==> src/rtl/msec_pkg.sv <==
package msec_pkg;

    // Event selection codes.
    localparam logic [7:0] EVT_LOAD_BLOCK = 8'h03;
    localparam logic [7:0] EVT_STORE_BLOCK = 8'h04;
    localparam logic [7:0] EVT_BOUNDARY = 8'h05;
    localparam logic [7:0] EVT_SEG_LOAD = 8'h06;
    localparam logic [7:0] EVT_PREFETCH = 8'h07;

    // Unit masks.
    localparam logic [7:0] UMASK_L1_BLOCK = 8'h20;
    localparam logic [7:0] UMASK_DRAIN = 8'h01;
    localparam logic [7:0] UMASK_ORDER = 8'h02;
    localparam logic [7:0] UMASK_SNOOP = 8'h08;
    localparam logic [7:0] UMASK_NONE = 8'h00;

    // Boundary that a misaligned reference crosses, in bytes.
    localparam int BOUNDARY_BYTES = 8;

    // Cycles from a snoop stall to the store's resubmission.
    localparam int SNOOP_RETRY_CYCLES = 1;

    // Reset value of the increment output.
    localparam logic [2:0] INCR_RESET = 3'h0;

endpackage : msec_pkg

==> src/rtl/msec_event_counter.sv <==
`timescale 1ns/10ps
// Overview of operation
// - Select 03H/20H counts loads blocked by the level-1 data cache for any listed trigger.
// - The load-block count is never below the number of blocked loads up to its all-ones saturation value; extra counts allowed.
// - Select 04H/01H adds one in every cycle that the store buffer drains.
// - Select 04H/02H adds one per cycle while a store waits for global observation.
// - An ordering wait needing a bus read ends when that read's snoop response arrives.
// - Select 04H/08H counts cycles the store port snoops the cache while a store stalls.
// - A store stalled by a snoop is normally resubmitted one cycle later.
// - Select 05H counts memory references crossing an 8-byte boundary.
// - Select 06H counts each load of a new value into a segment register.
// - The segment-load count may include speculative loads on mispredicted paths.
// - Select 07H/00H counts executions of the non-temporal prefetch instruction.
module msec_event_counter #(
    parameter int INCR_WIDTH = 3
) (
    input wire logic mclk_in,
    input wire logic resetn_in,
    input wire logic [7:0] event_code_in,
    input wire logic [7:0] unit_mask_in,
    input wire logic [INCR_WIDTH-1:0] l1_miss_limit_blocks_in,
    input wire logic [INCR_WIDTH-1:0] line_split_blocks_in,
    input wire logic [INCR_WIDTH-1:0] partial_read_blocks_in,
    input wire logic [INCR_WIDTH-1:0] locked_load_blocks_in,
    input wire logic store_drain_in,
    input wire logic order_wait_in,
    input wire logic order_bus_read_in,
    input wire logic snoop_response_in,
    input wire logic snoop_port_busy_in,
    input wire logic store_pending_in,
    input wire logic [INCR_WIDTH-1:0] boundary_access_in,
    input wire logic [INCR_WIDTH-1:0] seg_load_in,
    input wire logic [INCR_WIDTH-1:0] nontemporal_prefetch_in,
    output logic [INCR_WIDTH-1:0] incr_out,
    output logic store_retry_out
);

    ////////////////////////////////////////////////////////////////////////////////
    logic order_bus_wait;
    logic next_order_bus_wait;
    logic order_active;
    logic snoop_stall;
    logic [INCR_WIDTH+1:0] l1_sum;
    logic [INCR_WIDTH-1:0] l1_load_block_event;
    logic [INCR_WIDTH-1:0] next_incr;

    // A waiting store that went to the bus stays blocked until its snoop response.
    // A new bus read in the response cycle opens a fresh wait, so setting takes priority.
    always_comb
    begin
        next_order_bus_wait = order_bus_wait;
        if (order_wait_in && order_bus_read_in)
        begin
            next_order_bus_wait = 1'b1;
        end
        else if (snoop_response_in)
        begin
            next_order_bus_wait = 1'b0;
        end
    end

    always_ff @(posedge mclk_in or negedge resetn_in)
    begin
        if (!resetn_in)
        begin
            order_bus_wait <= 1'b0;
        end
        else
        begin
            order_bus_wait <= next_order_bus_wait;
        end
    end

    // The response ends the wait in its own cycle, so that cycle is not counted.
    assign order_active = (order_wait_in || order_bus_wait) && !snoop_response_in;
    assign snoop_stall = snoop_port_busy_in && store_pending_in;

    // Each trigger adds its own count; a load hit by two triggers counts twice, which is allowed.
    assign l1_sum = {2'b00, l1_miss_limit_blocks_in} + {2'b00, line_split_blocks_in}
        + {2'b00, partial_read_blocks_in} + {2'b00, locked_load_blocks_in};
    // Saturation keeps the count from wrapping below the true number of blocked loads.
    assign l1_load_block_event = (l1_sum[INCR_WIDTH+1:INCR_WIDTH] != 2'b00)
        ? {INCR_WIDTH{1'b1}} : l1_sum[INCR_WIDTH-1:0];

    ////////////////////////////////////////////////////////////////////////////////
    always_comb
    begin
        next_incr = '0;
        unique case (event_code_in)
            msec_pkg::EVT_LOAD_BLOCK:
            begin
                if (unit_mask_in == msec_pkg::UMASK_L1_BLOCK)
                begin
                    next_incr = l1_load_block_event;
                end
            end
            msec_pkg::EVT_STORE_BLOCK:
            begin
                if (unit_mask_in == msec_pkg::UMASK_DRAIN)
                begin
                    next_incr = INCR_WIDTH'(store_drain_in);
                end
                else if (unit_mask_in == msec_pkg::UMASK_ORDER)
                begin
                    next_incr = INCR_WIDTH'(order_active);
                end
                else if (unit_mask_in == msec_pkg::UMASK_SNOOP)
                begin
                    next_incr = INCR_WIDTH'(snoop_stall);
                end
            end
            msec_pkg::EVT_BOUNDARY:
            begin
                if (unit_mask_in == msec_pkg::UMASK_NONE)
                begin
                    next_incr = boundary_access_in;
                end
            end
            msec_pkg::EVT_SEG_LOAD:
            begin
                if (unit_mask_in == msec_pkg::UMASK_NONE)
                begin
                    // Speculative loads are counted as they arrive; no retirement filter.
                    next_incr = seg_load_in;
                end
            end
            msec_pkg::EVT_PREFETCH:
            begin
                if (unit_mask_in == msec_pkg::UMASK_NONE)
                begin
                    next_incr = nontemporal_prefetch_in;
                end
            end
            default:
            begin
                next_incr = '0;
            end
        endcase
    end

    always_ff @(posedge mclk_in or negedge resetn_in)
    begin
        if (!resetn_in)
        begin
            incr_out <= INCR_WIDTH'(msec_pkg::INCR_RESET);
        end
        else
        begin
            incr_out <= next_incr;
        end
    end

    // The retry strobe follows a snoop stall by one cycle.
    always_ff @(posedge mclk_in or negedge resetn_in)
    begin
        if (!resetn_in)
        begin
            store_retry_out <= 1'b0;
        end
        else
        begin
            store_retry_out <= snoop_stall;
        end
    end
endmodule : msec_event_counter

==> config.mk <==
export PLATFORM = sky130hd
export DESIGN_NAME = msec_event_counter
export DESIGN_NICKNAME = d
export VERILOG_FILES = /design/src/rtl/msec_pkg.sv /design/src/rtl/msec_event_counter.sv
export SDC_FILE = /design/constraint.sdc
export NUM_CORES = 1
export LEC_CHECK = 0
export ABC_AREA = 1
export BUFFER_PORTS_ARGS = -buffer_cell sky130_fd_sc_hd__buf_4
export CORE_ASPECT_RATIO = 1.4
export CORE_MARGIN = 3
export CORE_UTILIZATION = 30
export DETAILED_ROUTE_END_ITERATION = 8
export SETUP_SLACK_MARGIN = 0.3
export SLEW_MARGIN = 20
export SYNTH_ARGS = -nofsm -noshare
export SYNTH_HDL_FRONTEND = slang
export SYNTH_SLANG_ARGS = --single-unit
==> constraint.sdc <==
create_clock -name mclk_in -period 1.1 [get_ports mclk_in]
set_input_delay 0.165 -clock mclk_in [delete_from_list [all_inputs] [get_ports mclk_in]]
set_output_delay 0.165 -clock mclk_in [all_outputs]
set_load 0.03 [all_outputs]
== Word level (Yosys, flattened, before mapping) ==
Index checks and enable logic that the tools add are counted.

* Bits in registers: 5

* Add/subtract/negate cells: 3
* Muxes and demuxes: 11
* Eq/ne operators: 9
* Reduce and logical (&&, ||, !) cells: 8

{| class="wikitable"
|+ Operator list
! cell !! count
|-
| 8-bit by 3-bit == test with 1-bit output, second input constant || 4
|-
| 8-bit by 2-bit == test with 1-bit output, second input constant || 2
|-
| 3-bit two-way mux || 5
|-
| 3-bit case mux with 5 select lines || 1
|-
| 8-bit by 1-bit == test with 1-bit output, second input constant || 1
|-
| 8-bit by 4-bit == test with 1-bit output, second input constant || 1
|-
| 8-bit by 6-bit == test with 1-bit output, second input constant || 1
|-
| 8-bit zero test || 1
|-
| 4-bit by 3-bit adder with 5-bit output || 1
|-
| 5-bit by 3-bit adder with 5-bit output || 1
|-
| 1-bit two-way mux || 5
|-
| 3-bit by 3-bit adder with 4-bit output || 1
|-
| 2-bit nonzero test || 2
|-
| 1-bit logical AND || 3
|-
| 1-bit zero test || 1
|-
| 1-bit logical OR || 1
|}

== Logic depth before layout (Yosys ltp) ==
* Depth after elaboration: 7
* Gate-level depth with buffers: 10
* Gate-level depth less buffers: 10

== Least setup slack after synthesis ==
OpenSTA, ideal clock, no wires.

* Path type: input to register
* From: in l1_miss_limit_blocks_in[1]
* To: reg incr_out[2]
* Setup time: 0.119 ns
* Cell stages on the path: 10
* Path buffers: 0
* Arrival: 2.243 ns
* Setup slack: -1.262 ns
* Path through: inv_1 -> fa_1 -> inv_1 -> fa_1 -> ha_1 -> fa_1 -> xnor2_1 -> nand2_1 -> o21ai_1 -> nand2_1

* Word-level cells in the longest chain between the ends: 7

{| class="wikitable"
|+ RTL lines
! what !! line !! RTL
|-
| start, declared || msec_event_counter.sv:21 || <nowiki>input wire logic [INCR_WIDTH-1:0] l1_miss_limit_blocks_in,</nowiki>
|-
| 3-bit by 3-bit adder with 4-bit output * || msec_event_counter.sv:79 || <nowiki>assign l1_sum = {2'b00, l1_miss_limit_blocks_in} + {2'b00, line_split_blocks_in}</nowiki>
|-
| 4-bit by 3-bit adder with 5-bit output * || msec_event_counter.sv:80 || <nowiki>+ {2'b00, partial_read_blocks_in} + {2'b00, locked_load_blocks_in};</nowiki>
|-
| 5-bit by 3-bit adder with 5-bit output * || msec_event_counter.sv:80 ||
|-
| 2-bit nonzero test || msec_event_counter.sv:82 || <nowiki>assign l1_load_block_event = (l1_sum[INCR_WIDTH+1:INCR_WIDTH] != 2'b00)</nowiki>
|-
| 3-bit two-way mux * || msec_event_counter.sv:83 || <nowiki>? {INCR_WIDTH{1'b1}} : l1_sum[INCR_WIDTH-1:0];</nowiki>
|-
| 3-bit two-way mux * || msec_event_counter.sv:92 || <nowiki>if (unit_mask_in == msec_pkg::UMASK_L1_BLOCK)</nowiki>
|-
| 3-bit case mux with 5 select lines * || msec_event_counter.sv:89 || <nowiki>unique case (event_code_in)</nowiki>
|-
| named net next_incr[2] || msec_event_counter.sv:45 || <nowiki>logic [INCR_WIDTH-1:0] next_incr;</nowiki>
|-
| end signal, assigned || msec_event_counter.sv:145 || <nowiki>incr_out <= INCR_WIDTH'(msec_pkg::INCR_RESET);</nowiki>
|-
| end signal, assigned || msec_event_counter.sv:149 || <nowiki>incr_out <= next_incr;</nowiki>
|-
| end, declared || msec_event_counter.sv:34 || <nowiki>output logic [INCR_WIDTH-1:0] incr_out,</nowiki>
|}

Mark *: on every way through the listed nets, which the timed path passes. The rest lies on a longest branch.
A chain may end at the register's enable or synchronous reset.

== Worst setup path in the final report ==
Ends and elaborated chain as after synthesis.

==> out/metrics.csv <==
stage,metric,value,unit
synthesis,synth_commonest_cells,"inv_1, nand2_1, nand3_1",
die,fp.dieW,47.78,um
clock_tree,htree_levels,1,
synthesis,synth-main-ff-cell,dfrtp_1,
worst_setup_path,cp.arrival,2.28,ns
sta,fmax,465.0,MHz
placed_design,postPlaceCellArea,1141,um^2
clock_tree,numCtsBuffers,3,
synthesis,syn_nets,158,
final_layout,fin_area,1211,um^2
sta,rsz0062_at_grt,yes,
route,vias,812,
synthesis,yosysSeqAreaShare,17.06,%
synthesis,synth_mux_area_share,0,%
power_and_ir_drop,power.density,704.6,nW/um^2
final_layout,drive_gt1_share,47.77,%
sta,tightest_slew,0.2127,ns
grt,gr-total-overflow,0,
synthesis,yosys.area_share.adder,23.21,%
final_layout,nets,213,
sta,worst_slack,-1.050,ns
clock_tree,clock-sinks,5,
die,die_h,64.50,um
placed_design,gp_congestion,0.7037,
synthesis,ys_types,20,
worst_setup_path,crit_slowest_cell,fa_1,
placed_design,portBuffers,48,
outcome,violations,setup timing,
clock_tree,cts_tree,yes,
sta,finalHoldViolCount,0,
final_layout,instances_no_fill,179,
worst_setup_path,setup.worst_path.class,primary input to register,
final_layout,area_delta_synth_final,65.19,%
sta,finalCriticalPeriod,2.150,ns
synthesis,synth_xor_area_share,1.195,%
power_and_ir_drop,power,853.4,uW
worst_setup_path,r2r-end,incr_out[0],
worst_setup_path,r2r_start,order_bus_wait,
grt,track_usage,13.30,%
clock_tree,clk_latency,0.24,ns
sta,finalSetupTns,-3.089,ns
grt,grt_pass1_vias,848,
route,drc,0,
worst_setup_path,critPathMaxFanout,2,
worst_setup_path,r2r_cells,6,
synthesis,synth_area_leader_cell,dfrtp_1,
clock_tree,cts_root_buffer,clkbuf_4,
route,wire_per_inst,10.15,um
power_and_ir_drop,ir_drop,0.3412,mV
sta,period_share,195.5,%
synthesis,syn-instance-count,103,
placed_design,dp_cells,173,
worst_setup_path,startpoint,l1_miss_limit_blocks_in[1],
final_layout,antenna-diode-count,0,
grt,grt_pass1_wl,3049,um
grt,antenna_found_initial,0,
synthesis,synthArstFlopShare,100.0,%
route,avgViaCountPerCell,4.536,
power_and_ir_drop,power_leakage,0.0006698,uW
synthesis,ys_ff_latch,5,
worst_setup_path,end_kind,register,
placed_design,dp_hpwl,1716,um
sta,max-slew-margin-rel,85.77,%
sta,slew_viol_final,0,
synthesis,synth.area.top_cells,"dfrtp_1, fa_1, nand3_1",
synthesis,synth_edf_count,0,
route,dr.pass1.iters,4,
synthesis,yosys.area_share.simple,45.56,%
die,start_util,32.56,%
die,io_pins,49,
worst_setup_path,cp.required,1.23,ns
outcome,status,"complete, but fails checks",
clock_tree,clockBufferDepth,2,
worst_hold_path,hold_class,primary input to register,
synthesis,synth_top_family_by_area,simple AND/OR/NAND/NOR gates,
final_layout,post-route-util,53.78,%
worst_setup_path,ff2ff_setup_slack,0.18,ns
clock_tree,path_clk_slew,0.04,ns
sta,setup_violations,3,
synthesis,synth_top_area_share,17.06,%
sta,finClkSkew,0.00003686,ns
die,num_rows,20,
synthesis,syn_area,733.2,um^2
synthesis,postSynthAreaPerCell,7.118,um^2
worst_setup_path,critPathLaunchType,primary input,
synthesis,synth.most_common_cell,inv_1,
route,finalWirelength,1816,um
worst_setup_path,path_buf_inv,3,
worst_setup_path,path_delay_family,adder cells,
route,drt-initial-drc-count,10,
worst_setup_path,crit_cells,11,
route,ant_nets,0,
worst_setup_path,cp_cell_sequence,"buf_8, inv_8, fa_1, inv_1, fa_1, ha_2, fa_2, xnor2_2, nand2_1, o21ai_1, nand2_1",
die,die_area,3082,um^2
die,coreArea,2252,um^2
worst_setup_path,cp-endpoint,incr_out[2],
job,drv_cap,0,
worst_setup_path,cp_slowest_stage_delay,0.52,ns
synthesis,synth-compound-area-share,2.730,%
grt,grt_max_degree,11,
synthesis,ys_warn_count,0,
[where the power goes]
| group | internal (uW) | leakage, uW | switching, uW |
|---|---|---|---|
| sequential | 190 | 0.0000670 | 2.36 |
| clock | 137 | 0.0000150 | 74.2 |
| combinational | 244 | 0.000588 | 206 |
| total | 571 | 0.000670 | 283 |
[logic make-up (layout without fill, tap and decap cells)]
logic type | Yosys count | in the layout
AND/OR/NAND/NOR | 63 | 63
XOR/XNOR | 1 | 1
flip-flops | 5 | 5
AO/OA/AOI/OAI | 4 | 4
adder cells (fa/ha/maj) | 10 | 10
buffers and inverters | 20 | 74
[area by class of cell]
class / instances / area [um^2]
timing repair buffer: 50 / 400.4
inverter: 20 / 82.58
sequential: 5 / 125.1
multi-input combinational: 78 / 549.3
clock buffer: 4 / 26.28
fill: 238 / 1041
tap: 22 / 27.53
[per-layer routing]
metal | global-route usage, % | part of all wire [%]
met4 | 6.061 | 1.4
met5 | 0 | 0
met1 | 13.77 | 35
met3 | 1.111 | 7.6
met2 | 24.67 | 56
[state kept, by name, summed over array words and instances, names as in the netlist]
signal and cells:
order_bus_wait 1, incr_out 3, store_retry_out 1
[through the flow]
stage | setup slack (ns) | hold WS (ns)
after detailed placement | -1.342 | -0.03026
after CTS | -1.043 | 0.1281
final | -1.050 | 0.1323
after global routing | -1.146 | 0.1241
after global placement | -1.289 | -0.03102
after floorplan | -1.129 | -0.1306
[cells in the final DEF (no fill, tap or decap), drive strengths merged, types with 2 or more instances in the layout]
cell type and n:
inv 20, clkbuf 4, nor2 21, ha 4, nand4 2, dfrtp 5
nand3 18, o21ai 3, nand2 20, fa 6, buf 49
[how the worst min path moves through the flow]
stage,to,slack [ns],start,cells past startpoint
2_1_floorplan,incr_out[0],-0.13,resetn_in,0
3_3_place_gp,store_retry_out,-0.03,resetn_in,1
3_5_place_dp,store_retry_out,-0.03,resetn_in,1
4_1_cts,order_bus_wait,0.13,snoop_response_in,2
5_1_grt,order_bus_wait,0.12,snoop_response_in,2
6_report,order_bus_wait,0.13,snoop_response_in,2
[what timing repair did]
action                                  in CTS  in global routing
resized for setup                            6                  2
buffers inserted                             1                  0
hold endpoints to repair                     5                  0
pin swaps                                    3                  1
endpoints found under the setup margin       7                  7
hold buffers                                 1                  0
Power figures use the tool's default switching activity.
